## config.mk

```make
export PLATFORM = sky130hd
export DESIGN_NAME = qsr_status
export DESIGN_NICKNAME = d
export VERILOG_FILES = /design/src/verilog/qsr_pkg.sv /design/src/verilog/qsr_status.sv
export SDC_FILE = /design/constraint.sdc
export NUM_CORES = 1
export LEC_CHECK = 0
export BUFFER_PORTS_ARGS = -buffer_cell sky130_fd_sc_hd__buf_4
export CORE_MARGIN = 2
export CORE_UTILIZATION = 35
export CTS_BUF_LIST = sky130_fd_sc_hd__clkbuf_4 sky130_fd_sc_hd__clkbuf_8
export DETAILED_ROUTE_END_ITERATION = 8
export PLACE_DENSITY_LB_ADDON = 0.2
export SETUP_SLACK_MARGIN = 0.3
export SLEW_MARGIN = 20
export SYNTH_ARGS = -nofsm -noshare
export SYNTH_HDL_FRONTEND = slang
export SYNTH_SLANG_ARGS = --single-unit
```

## constraint.sdc

```tcl
create_clock -name clk -period 1.4 [get_ports clk]
set_input_delay 0.35 -clock clk [delete_from_list [all_inputs] [get_ports clk]]
set_output_delay 0.35 -clock clk [all_outputs]
set_load 0.03 [all_outputs]
```

## src/verilog/qsr_pkg.sv

```systemverilog
// package for the questionable status register group
package qsr_pkg;

  localparam int QSR_WIDTH = 16;

  // event bit positions
  localparam int QSR_BIT_VOLT_UNREG = 0;
  localparam int QSR_BIT_CURR_UNREG = 1;
  localparam int QSR_BIT_FAN_FAULT = 4;
  localparam int QSR_BIT_OVP_TRIP = 9;
  localparam int QSR_BIT_OCP_TRIP = 10;

  // summary position in the status byte
  localparam int QSR_SB_QUES_BIT = 3;

  // implemented bits; all other event positions read zero, the enable mask is stored unmasked
  localparam logic [15:0] QSR_IMPL_MASK = 16'h0613;

  // reset values
  localparam logic [15:0] QSR_EVENT_RST = 16'h0000;
  localparam logic [15:0] QSR_ENABLE_RST = 16'h0000;

  // condition inputs from the supply's analog monitors
  typedef struct packed {
    logic volt_unreg;
    logic curr_unreg;
    logic fan_fault;
    logic ovp_trip;
    logic ocp_trip;
  } qsr_cond_type;

  // command strobes from the remote command parser
  typedef struct packed {
    logic event_rd;
    logic enable_wr;
    logic enable_rd;
    logic clear_status;
    logic reset_cmd;
    logic dev_clear;
  } qsr_cmd_type;

endpackage : qsr_pkg

```

## src/verilog/qsr_status.sv

```systemverilog
// questionable status event and enable registers with summary bit
// Functional notes
// - event bits latch on condition and hold until explicitly cleared
// - event read and clear-status both clear all event bits
// - reset command and device clear leave event bits untouched
// - event read returns binary-weighted value of set bits
// - summary is OR of event bits gated by enable mask
// - enable mask readable and writable; read leaves it unchanged
// - clear-status does not alter the enable mask
// - bit 0 sets when output voltage loses regulation
// - bit 1 sets when output current loses regulation
// - bit 4 sets on fan fault, overtemperature
// - bit 9 sets on overvoltage protection trip
// - bit 10 sets on overcurrent protection trip
// - summary drives status byte bit 3
// - writing zero to the enable mask clears all enables
`timescale 1ns/1ps
`default_nettype none
module qsr_status
  import qsr_pkg::*;
(
  // clock and reset
  input wire logic clk,
  input wire logic nrst,
  // asynchronous condition pins
  input wire qsr_cond_type cond,
  // command strobes, one cycle each
  input wire qsr_cmd_type cmd,
  input wire logic [QSR_WIDTH-1:0] enable_wdata,
  // read data
  output logic [QSR_WIDTH-1:0] event_rdata,
  output logic [QSR_WIDTH-1:0] enable_rdata,
  // summary into the status byte
  output logic [7:0] status_byte_ques,
  output logic ques_summary
);

  localparam int NCOND = 5;

  logic [NCOND-1:0] cond_raw;
  logic [NCOND-1:0] s1_r, s2_r, s3_r;
  logic [NCOND-1:0] s1_nxt, s2_nxt, s3_nxt;
  logic [QSR_WIDTH-1:0] event_r, event_nxt;
  logic [QSR_WIDTH-1:0] enable_r, enable_nxt;
  logic [QSR_WIDTH-1:0] set_vec;
  logic [QSR_WIDTH-1:0] ev_rdata_r, ev_rdata_nxt;
  logic [QSR_WIDTH-1:0] en_rdata_r, en_rdata_nxt;
  logic summary_r, summary_nxt;

  assign cond_raw = {cond.ocp_trip, cond.ovp_trip, cond.fan_fault,
                     cond.curr_unreg, cond.volt_unreg};

  // three-stage synchroniser; stage 1 feeds only stage 2
  always_comb begin
    s1_nxt = cond_raw;
    s2_nxt = s1_r;
    s3_nxt = s2_r;
  end

  always_ff @(posedge clk or negedge nrst) begin
    if (!nrst) begin
      s1_r <= '0;
      s2_r <= '0;
      s3_r <= '0;
    end else begin
      s1_r <= s1_nxt;
      s2_r <= s2_nxt;
      s3_r <= s3_nxt;
    end
  end

  // a condition counts once stages two and three agree high;
  // level sampling so a held condition re-latches after a clear
  always_comb begin
    set_vec = '0;
    set_vec[QSR_BIT_VOLT_UNREG] = s2_r[0] & s3_r[0];
    set_vec[QSR_BIT_CURR_UNREG] = s2_r[1] & s3_r[1];
    set_vec[QSR_BIT_FAN_FAULT] = s2_r[2] & s3_r[2];
    set_vec[QSR_BIT_OVP_TRIP] = s2_r[3] & s3_r[3];
    set_vec[QSR_BIT_OCP_TRIP] = s2_r[4] & s3_r[4];
  end

  always_comb begin
    event_nxt = event_r;
    // read or clear-status empties the register
    if (cmd.event_rd || cmd.clear_status) begin
      event_nxt = '0;
    end
    // reset_cmd and dev_clear deliberately have no effect here
    // latch, set wins over a same-cycle clear
    event_nxt = (event_nxt | set_vec) & QSR_IMPL_MASK;
  end

  always_comb begin
    enable_nxt = enable_r;
    // write stores the weighted value, zero clears all
    if (cmd.enable_wr) begin
      enable_nxt = enable_wdata;
    end
  end

  always_comb begin
    ev_rdata_nxt = ev_rdata_r;
    en_rdata_nxt = en_rdata_r;
    if (cmd.event_rd) begin
      ev_rdata_nxt = event_r;
    end
    // mask read has no side effect
    if (cmd.enable_rd) begin
      en_rdata_nxt = enable_r;
    end
    summary_nxt = |(event_nxt & enable_nxt);
  end

  always_ff @(posedge clk or negedge nrst) begin
    if (!nrst) begin
      event_r <= QSR_EVENT_RST;
      enable_r <= QSR_ENABLE_RST;
      ev_rdata_r <= '0;
      en_rdata_r <= '0;
      summary_r <= 1'b0;
    end else begin
      event_r <= event_nxt;
      enable_r <= enable_nxt;
      ev_rdata_r <= ev_rdata_nxt;
      en_rdata_r <= en_rdata_nxt;
      summary_r <= summary_nxt;
    end
  end

  assign event_rdata = ev_rdata_r;
  assign enable_rdata = en_rdata_r;
  assign ques_summary = summary_r;

  // summary into status byte bit 3
  always_comb begin
    status_byte_ques = 8'h00;
    status_byte_ques[QSR_SB_QUES_BIT] = summary_r;
  end

endmodule : qsr_status
`default_nettype wire

```

==> parameters.txt, run 1 <==
Parameter                              Value

Outcome
  Outcome    finished clean

Synth
  Number of instances in the synthesized netlist    129
  Total of flip-flops plus latches after synthesis    58
  Share of Yosys cell area claimed by the top area cell type    68.24%
  Post-synthesis mux area share    19.94%
  Count of distinct cell types in the synthesized netlist    13
  Post-synthesis adder-cell area fraction    0%
  Number of warning messages in the yosys log    0
  Combinational family with the most area after synthesis    multiplexers
  Largest area contributor in the netlist    sky130_fd_sc_hd__dfrtp_1
  Simple-gate share of the synthesized area    0.4706%
  Fraction of synthesized cell area in xor and xnor cells    0%
  Post-Syn Area per Cell    16.49 sq um
  Compound-cell area share of the yosys netlist    2.882%
  Synth top area cells    sky130_fd_sc_hd__dfrtp_1, sky130_fd_sc_hd__mux2_1, sky130_fd_sc_hd__buf_4
  Cell area after synthesis    2127 sq um
  Sequential-to-total area share from yosys stat    68.24%

Power
  Static Leak    1.357 nW
  PwrDens    1547 nW/um^2
  Max VDD drop    0.7061 mV

Global routing
  Vias in the first global route    1,246
  Antenna violations before repair    0
  Maximum number of pins on one net before global-route repair    25
  Global-route wire length before repair    5.816 mm
  Remaining global-route overflow    0
  All-Layer GR Usage    11.95%

STA
  Final setup vio count    0
  Final number of max-transition violations    0
  Time the final worst path needs with I/O delays and setup    1240 ps
  Hold slack final    136.0 ps
  Post-Route Skew    8.974 ps
  RSZ-0062 raised after global routing    yes
  Highest Clock Rate    0.8068 GHz
  Post-route setup TNS    0 ps
  Final period util    88.54%
  Final-report hold violation count    0

Route
  Routed wire length per instance    13.71 um
  Number of DRC violations after detailed-routing iteration 0    20
  Number of nets with antenna violations after routing    0
  Number of vias after detailed routing    1,174
  Final routed wirelength across all metal layers    3.687 mm
  Vias per inst    4.364
  DRC violation count after routing    0
  Number of iterations in the first detailed-routing pass    4

Die
  Core box area    5886 sq um
  Number of cell rows    28
  Starting utilization of the core area    36.14%
  Full die area    6717 sq um
  I/O pin count    70
  Die Width    81.96 um
  Die Ht    81.96 um

Worst hold path
  Startpoint of the tightest hold check path    cond[3]
  End point of the worst hold path    s1_r[1]$_DFF_PN0_
  Worst hold path stage count    1
  Type of the worst min-delay path    in2reg

Place
  Port Buffers    49
  Routability Congestion    0.6929
  HPWL reported at the end of detailed placement    2.643 mm

Setup path
  Buffers plus inverters on the worst setup path    1
  Kind of start point of the critical path    flip-flop
  CP delay by family, top    flip-flops
  Worst flop-to-flop path endpoint    ques_summary$_DFF_PN0_
  Crit. path cell count    1
  Worst Path Max Fanout    2
  Crit-path max cell delay    410 ps
  Path type of the worst setup path    reg2out
  Logic depth of the worst register-to-register path    3
  Source of the worst register-to-register timing path    enable_r[0]$_DFF_PN0_
  Critical path data required time    1050 ps
  Critical path endpoint category    output port
  Data arrival at the endpoint of the critical path    890 ps
  CP cell instances    buf_6
  Standard cell with the maximum stage delay on the critical path    sky130_fd_sc_hd__dfrtp_1
  Flop2flop setup slack    210 ps

Final layout
  Synthesis-to-finish area growth    34.35%
  NumNets Final    218
  Proportion of layout cells with a drive suffix above 1    38.66%
  Fill count    538
  Number of diodes added for antenna fixing    0

Clock network
  CTS buffer count    9
  Buffer depth of the longest clock path    2
  TritonCTS clock tree    yes
  Clock latency at the later pin of the worst-skew pair    320 ps
  Sinks on Clock Net    58
  Clock transition at the registers of the reported paths    60 ps
  Root Buffer    sky130_fd_sc_hd__clkbuf_8
  Number of H-tree branching levels    3

Run
  Count of maximum capacitance violations    0
state kept, by name, indices dropped and copies added, names as in the netlist:
signal        cells
ques_summary      1
enable_r         16
s1_r              5
enable_rdata     16
event_rdata       5
s2_r              5
event_r           5
s3_r              5
synth_stat cells:
master                     count
sky130_fd_sc_hd__nor2_2        1
sky130_fd_sc_hd__mux2_4        2
sky130_fd_sc_hd__buf_6         1
sky130_fd_sc_hd__buf_2         3
sky130_fd_sc_hd__a222oi_1      1
sky130_fd_sc_hd__a22oi_1       1
sky130_fd_sc_hd__a22o_1        5
sky130_fd_sc_hd__dfrtp_1      58
sky130_fd_sc_hd__buf_4        20
sky130_fd_sc_hd__nand2_1       1
sky130_fd_sc_hd__mux2_1       34
sky130_fd_sc_hd__mux2_2        1
sky130_fd_sc_hd__conb_1        1
layer usage:
metal	up-vias	track usage, %	part of all wire [%]
met3	5	3.297	5.5
li1	526	-	-
met1	602	14.36	43
met2	41	19.19	51
met5	-	0	0
met4	0	7.000	1.0
how the worst max path moves through the flow:
stage	to	slack (ps)	startpoint
final	status_byte_ques[3]	160	ques_summary$_DFF_PN0_
after global routing	ques_summary$_DFF_PN0_	100	enable_r[0]$_DFF_PN0_
after CTS	status_byte_ques[3]	140	ques_summary$_DFF_PN0_
after detailed placement	ques_summary$_DFF_PN0_	7	cmd[4]
after global placement	ques_summary$_DFF_PN0_	4	cmd[4]
after floorplan	ques_summary$_DFF_PN0_	160	cmd[4]
final cells by class:
class	count	area [sq um]	share of cell area (%)
repair buffers	56	521.8	18.26
clock inverters	2	60.06	2.102
multi-input cells	64	563.0	19.70
flip-flops and latches	58	1451	50.79
well taps	75	93.84	3.284
clock buffers	14	167.7	5.867
power breakdown:
| part | internal (W) | switching, W |
|---|---|---|
| logic | 0.000344 | 0.000414 |
| registers | 0.00185 | 0.0000987 |
| clock network | 0.00113 | 0.000585 |
cell families after synthesis:
kind of cell,count (synthesis)
buf+inv,24
other cells,1
simple gates,2
compound gates,7
mux,37
flops,58
stage by stage:
stage / instance area [sq um] / utilization [%] / power [W] / setup WS (ps) / instances
after CTS: 2850 / 48.43 / 0.004486 / 143.1 / 268
after detailed placement: 2519 / 42.79 / 0.002654 / 6.993 / 250
after floorplan: 2197 / - / 0.002396 / 158.3 / 146
after global placement: 2519 / 42.79 / 0.002634 / 4.335 / 250
final: 2858 / 48.55 / 0.004420 / 160.5 / 269
after global routing: 2858 / 48.55 / 0.004638 / 97.14 / 269
layout by cell type, fill, tap and decap left out:
master	n
sky130_fd_sc_hd__clkbuf_4	4
sky130_fd_sc_hd__buf_6	23
sky130_fd_sc_hd__dlygate4sd3_1	1
sky130_fd_sc_hd__bufinv_16	2
sky130_fd_sc_hd__a22oi_1	1
sky130_fd_sc_hd__mux2_4	2
sky130_fd_sc_hd__dfrtp_1	58
sky130_fd_sc_hd__nand2_1	1
sky130_fd_sc_hd__a222oi_1	1
sky130_fd_sc_hd__clkbuf_8	10
sky130_fd_sc_hd__mux2_2	1
sky130_fd_sc_hd__buf_12	1
sky130_fd_sc_hd__buf_4	31
sky130_fd_sc_hd__nor2_2	1
sky130_fd_sc_hd__conb_1	18
sky130_fd_sc_hd__a22o_1	5
sky130_fd_sc_hd__mux2_1	34
what timing repair did:
action                                 in CTS  in global routing
endpoints found under the hold margin      20                  0
hold buffers                                1                  0
setup endpoints to repair                  24                 24
resized for setup                          23                  0
setup buffers                               1                  1
(Power assumes the default switching activity.)
==> run 2, diff against run 1 <==
--- a/config.mk
+++ b/config.mk
@@ -6,6 +6,7 @@
 export NUM_CORES = 1
 export LEC_CHECK = 0
 export BUFFER_PORTS_ARGS = -buffer_cell sky130_fd_sc_hd__buf_4
+export CORE_ASPECT_RATIO = 1.25
 export CORE_MARGIN = 2
 export CORE_UTILIZATION = 35
 export CTS_BUF_LIST = sky130_fd_sc_hd__clkbuf_4 sky130_fd_sc_hd__clkbuf_8
==> constraint.sdc (replaced) <==
create_clock -name clk -period 1.4 [get_ports clk]
set_input_delay 0.07 -clock clk [delete_from_list [all_inputs] [get_ports clk]]
set_output_delay 0.07 -clock clk [all_outputs]
set_load 0.03 [all_outputs]
==> run 2 against run 1 <==
Against the previous run:
- the run now ends with negative hold slack left
- register-to-register slack improved by 30 ps
- critical path depth rose by 2
- hold slack got worse by 140 ps
- via count rose by 2.1%
- count of clock-buffer cells in the layout fell by 2
- non-clock buffer count rose by 12
- total power fell by 6.7%
- final cell count rose by 0.74%
- first-iteration DRC count rose by 90%
- routed wire length fell by 0.62%
- critical path type is now reg2reg
- critical endpoint is now ques_summary$_DFF_PN0_
- largest cell class unchanged
==> parameters.txt, run 2 (synthesized netlist as in run 1, its figures left out) <==
Parameter                              Value

Outcome
  Outcome    finished, violations left
  Failing checks    negative hold slack

STA
  Final period util    82.92%
  Final setup vio count    0
  Time the final worst path needs with I/O delays and setup    1161 ps
  Final number of max-transition violations    0
  Headroom to the max-slew limit    52.98%
  Worst-Margin Slew    705.3 ps
  Post-route setup TNS    0 ps
  Highest Clock Rate    0.8614 GHz
  Hold slack final    -6.587 ps
  RSZ-0062 raised after global routing    yes
  Final-report hold violation count    4
  Post-Route Skew    5.454 ps

Place
  Routability Congestion    0.6869
  Port Buffers    49
  HPWL reported at the end of detailed placement    2.533 mm

Setup path
  Path type of the worst setup path    reg2reg
  Buffers plus inverters on the worst setup path    0
  CP cell instances    mux2_4 -> a222oi_1 -> nand2_1
  Data arrival at the endpoint of the critical path    1360 ps
  Critical path launch point    enable_r[0]$_DFF_PN0_
  Standard cell with the maximum stage delay on the critical path    sky130_fd_sc_hd__dfrtp_1
  Critical path data required time    1600 ps
  Critical path endpoint category    flip-flop
  Crit-path max cell delay    380 ps
  Worst Path Max Fanout    2
  Kind of start point of the critical path    flip-flop
  Source of the worst register-to-register timing path    enable_r[0]$_DFF_PN0_
  CP delay by family, top    flip-flops

Power
  Total power draw    0.004126 W
  Max VDD drop    0.9023 mV
  PwrDens    1450 nW/um^2
  Static Leak    1.356 nW

Global routing
  Vias in the first global route    1,294
  Maximum number of pins on one net before global-route repair    59
  Remaining global-route overflow    0
  All-Layer GR Usage    12.38%
  GRT met3 Usage    3.552%
  Met1 GRT Util    15.18%
  Global-route wire length before repair    6.120 mm
  Busiest grt layer    met2
  Antenna violations before repair    0
  GRT met2 Usage    18.82%

Clock network
  Number of H-tree branching levels    3
  Root Buffer    sky130_fd_sc_hd__clkbuf_8
  Clock latency at the later pin of the worst-skew pair    320 ps
  Buffer depth of the longest clock path    2
  Clock transition at the registers of the reported paths    60 ps
  CTS buffer count    9
  Hold buffer count at cts    18
  TritonCTS clock tree    yes
  Count of cells resized by post-cts repair    0
  Post-CTS setup buffers    0
  Sinks on Clock Net    58

Route
  Number of DRC violations after detailed-routing iteration 0    38
  Number of iterations in the first detailed-routing pass    4
  DRC violation count after routing    0
  Final routed wirelength across all metal layers    3.664 mm
  Routed wire length per instance    13.52 um
  Vias per inst    4.424
  Number of vias after detailed routing    1,199
  Number of nets with antenna violations after routing    0

Final layout
  Number of diodes added for antenna fixing    0
  Commonest cells after routing, fill and taps aside    sky130_fd_sc_hd__dfrtp_1, sky130_fd_sc_hd__buf_4, sky130_fd_sc_hd__mux2_1
  End-of-flow core utilization    48.90%
  NumNets Final    230
  Fill count    551
  Proportion of layout cells with a drive suffix above 1    33.66%
  Synthesis-to-finish area growth    33.76%
  Most frequent standard cell in the layout excluding fill and tap cells    sky130_fd_sc_hd__dfrtp_1

Die
  Die Ht    91.16 um
  Die Width    73.73 um
  Full die area    6721 sq um
  Number of cell rows    31
  Starting utilization of the core area    36.56%
  I/O pin count    70
  Core box area    5818 sq um

Run
  Count of maximum capacitance violations    0

Worst hold path
  Type of the worst min-delay path    in2reg
  Startpoint of the tightest hold check path    enable_wdata[0]
## run 2: power breakdown
group / switching [W] / internal (W)
clock: 0.000590 / 0.000894
sequential: 0.0000823 / 0.00185
combinational: 0.000416 / 0.000297
## run 2: per-stage QoR
step	instances	setup WS (ps)	hold WS [ps]	area, sq um
floorplan	146	299.4	-225.6	2191
global placement	238	243.5	152.3	2472
detailed placement	238	226.1	173.4	2472
CTS	271	227.5	-23.52	2845
global route	271	153.7	-20.41	2845
finish	271	239.2	-6.587	2845
## run 2: worst paths after layout
kind | depth (start not counted) | to | slack [ps]
max | 3 | ques_summary$_DFF_PN0_ | 240
min | 2 | enable_r[0]$_DFF_PN0_ | -7
max reg2reg | 3 | ques_summary$_DFF_PN0_ | 240
min reg2reg | 0 | s2_r[4]$_DFF_PN0_ | 340
max in group asynchronous | 2 | event_rdata[0]$_DFFE_PN0P_ | 590
min in group asynchronous | 2 | enable_r[14]$_DFFE_PN0P_ | 340
## run 2: layout make-up
| type | count | area (sq um) | area share [%] |
|---|---|---|---|
| multi-input cells | 64 | 563.0 | 19.79 |
| clock inverters | 3 | 40.04 | 1.407 |
| flip-flops and latches | 58 | 1451 | 51.01 |
| clock buffers | 12 | 152.6 | 5.365 |
| well taps | 66 | 82.58 | 2.902 |
| repair buffers | 68 | 555.5 | 19.53 |
## run 2: metal layers
layer / wire [um] / up-vias
li1: - / 547
met1: 1578 / 598
met2: 1781 / 46
met3: 208 / 8
met4: 95 / 0
met5: 0 / -
==> run 3, diff against run 2 <==
==> constraint.sdc (replaced) <==
create_clock -name clk -period 1.2 [get_ports clk]
set_input_delay 0.06 -clock clk [delete_from_list [all_inputs] [get_ports clk]]
set_output_delay 0.06 -clock clk [all_outputs]
set_load 0.03 [all_outputs]
==> run 3 against run 2 <==
Against the previous run:
- the run still ends with negative hold slack left
- hold slack worse by 8.8 ps
- worst setup slack worse by 220 ps
- sequential cell count unchanged
- critical endpoint unchanged
- highest routed layer unchanged
==> parameters.txt, run 3 (synthesized netlist as in run 1, its figures left out) <==
Parameter                              Value

Route
  Number of vias after detailed routing    1,198
  Number of iterations in the first detailed-routing pass    4
  Number of nets with antenna violations after routing    0
  Routed wire length per instance    13.56 um
  Vias per inst    4.388
  DRC violation count after routing    0
  Final routed wirelength across all metal layers    3.703 mm
  Number of DRC violations after detailed-routing iteration 0    44

Die
  Number of cell rows    31
  I/O pin count    70
  Starting utilization of the core area    36.56%
  Full die area    6721 sq um
  Die Width    73.73 um
  Core box area    5818 sq um
  Die Ht    91.16 um

Setup path
  Critical path data required time    1400 ps
  Critical path endpoint category    flip-flop
  Source of the worst register-to-register timing path    enable_r[0]$_DFF_PN0_
  Buffers plus inverters on the worst setup path    0
  Worst Path Max Fanout    2
  Kind of start point of the critical path    flip-flop
  Path type of the worst setup path    reg2reg
  Data arrival at the endpoint of the critical path    1380 ps
  Worst flop-to-flop path endpoint    ques_summary$_DFF_PN0_
  Flop2flop setup slack    20 ps
  Crit-path max cell delay    380 ps
  CP delay by family, top    flip-flops
  Standard cell with the maximum stage delay on the critical path    sky130_fd_sc_hd__dfrtp_1
  Logic depth of the worst register-to-register path    3
  CP cell instances    mux2_4 -> a222oi_1 -> nand2_1

Worst hold path
  Startpoint of the tightest hold check path    enable_wdata[9]
  Worst hold path stage count    2
  End point of the worst hold path    enable_r[9]$_DFF_PN0_
  Type of the worst min-delay path    in2reg

Final layout
  Synthesis-to-finish area growth    39.76%
  Post-Layout Inst Area    2973 sq um
  Proportion of layout cells with a drive suffix above 1    44.93%
  Number of diodes added for antenna fixing    0
  NumNets Final    231
  Commonest cells after routing, fill and taps aside    sky130_fd_sc_hd__dfrtp_1, sky130_fd_sc_hd__mux2_1, sky130_fd_sc_hd__buf_4
  Most frequent standard cell in the layout excluding fill and tap cells    sky130_fd_sc_hd__dfrtp_1

Global routing
  All-Layer GR Usage    12.69%
  Maximum number of pins on one net before global-route repair    24
  Antenna violations before repair    0
  Vias in the first global route    1,312
  Remaining global-route overflow    0
  Global-route wire length before repair    6.237 mm

Clock network
  Root Buffer    sky130_fd_sc_hd__clkbuf_8
  Number of H-tree branching levels    3
  Clock transition at the registers of the reported paths    60 ps
  CTS buffer count    9
  Clock latency at the later pin of the worst-skew pair    330 ps
  TritonCTS clock tree    yes
  Buffer depth of the longest clock path    2
  Post-CTS setup buffers    0
  Sinks on Clock Net    58
  Hold buffer count at cts    17

Power
  Static Leak    1.371 nW
  Proportion of power drawn by the clock network    34.0%
  Sequential fraction of design power    47.3%
  Switching power total    0.001287 W
  Share of total power consumed by net switching    26.59%
  PwrDens    1628 nW/um^2
  Max VDD drop    0.7731 mV
  Power Internal    0.003553 W
  Logic pwr share    18.8%
  Total power draw    0.004840 W

STA
  Final-report hold violation count    5
  Hold slack final    -15.34 ps
  Final period util    98.04%
  Highest Clock Rate    0.8500 GHz
  Time the final worst path needs with I/O delays and setup    1177 ps
  Post-Route Skew    6.363 ps
  Final setup vio count    0
  Post-route setup TNS    0 ps
  Final number of max-transition violations    0
  RSZ-0062 raised after global routing    yes

Run
  Count of maximum capacitance violations    0

Place
  Port Buffers    49
  HPWL reported at the end of detailed placement    2.648 mm
  Routability Congestion    0.7032
  Placed cell area    2526 sq um

Outcome
  Outcome    finished, violations left
  Failing checks    negative hold slack
==> run 3: changes by cell type in the layout (fill, tap and decap cells not counted), sizes merged <==
cell         change
bufinv           -1
dlygate4sd3      -1
clkbuf           +2
buf              +2
==> run 3: power by group through the flow <==
stage | Clock [W] | Sequential [W] | Combinational [W]
global placement | 0 | 0.00229 | 0.000796
detailed placement | 0 | 0.00230 | 0.000808
CTS | 0.00171 | 0.00229 | 0.000925
floorplan | 0 | 0.00250 | 0.000317
finish | 0.00164 | 0.00229 | 0.000909
global route | 0.00182 | 0.00231 | 0.000971
==> run 3: area by class of cell <==
class                      instances  area (sq um)
sequential                        58          1478
multi-input combinational         64         563.0
clock inverter                     2         10.01
tap                               66         82.58
clock buffer                      14         180.2
timing repair buffer              69         659.4
fill                             507          2845
==> run 3: worst max path at each step <==
stage / start / to / slack (ps) / depth (start not counted)
2_1_floorplan: enable_r[0]$_DFF_PN0_ / ques_summary$_DFF_PN0_ / 100 / 3
3_3_place_gp: enable_r[0]$_DFF_PN0_ / ques_summary$_DFF_PN0_ / 50 / 3
3_5_place_dp: s2_r[0]$_DFF_PN0_ / ques_summary$_DFF_PN0_ / 30 / 3
4_1_cts: enable_r[0]$_DFF_PN0_ / ques_summary$_DFF_PN0_ / 5 / 3
5_1_grt: event_r[0]$_DFF_PN0_ / ques_summary$_DFF_PN0_ / -50 / 3
6_report: enable_r[0]$_DFF_PN0_ / ques_summary$_DFF_PN0_ / 20 / 3
==> run 3: timing repair <==
action | 4_1_cts | 5_1_grt
pin swaps | 0 | 1
endpoints found under the setup margin | 24 | 24
resized for setup | 23 | 0
hold endpoints to repair | 79 | 5
==> run 3: worst register-to-register path, stage by stage, from the launching register on <==
cell and delay [ps]:
sky130_fd_sc_hd__dfrtp_1 380, sky130_fd_sc_hd__mux2_4 270, sky130_fd_sc_hd__a222oi_1 310, sky130_fd_sc_hd__nand2_1 90
==> run 3: through the flow <==
step,hold slack [ps],worst slack [ps],utilization [%],cells
finish,-15.34,23.48,51.10,273
floorplan,-235.6,99.42,-,146
detailed placement,-25.55,33.04,43.42,240
CTS,-32.29,5.492,51.10,273
global route,-30.76,-51.04,51.10,273
global placement,-33.44,45.52,43.42,240
==> run 3: routing by layer <==
layer,up-vias,GRT usage [%],part of all wire (%)
met3,9,4.994,5.7
met4,0,7.273,2.3
met2,43,19.27,50
met1,597,14.97,42
li1,549,-,-
met5,-,0,0
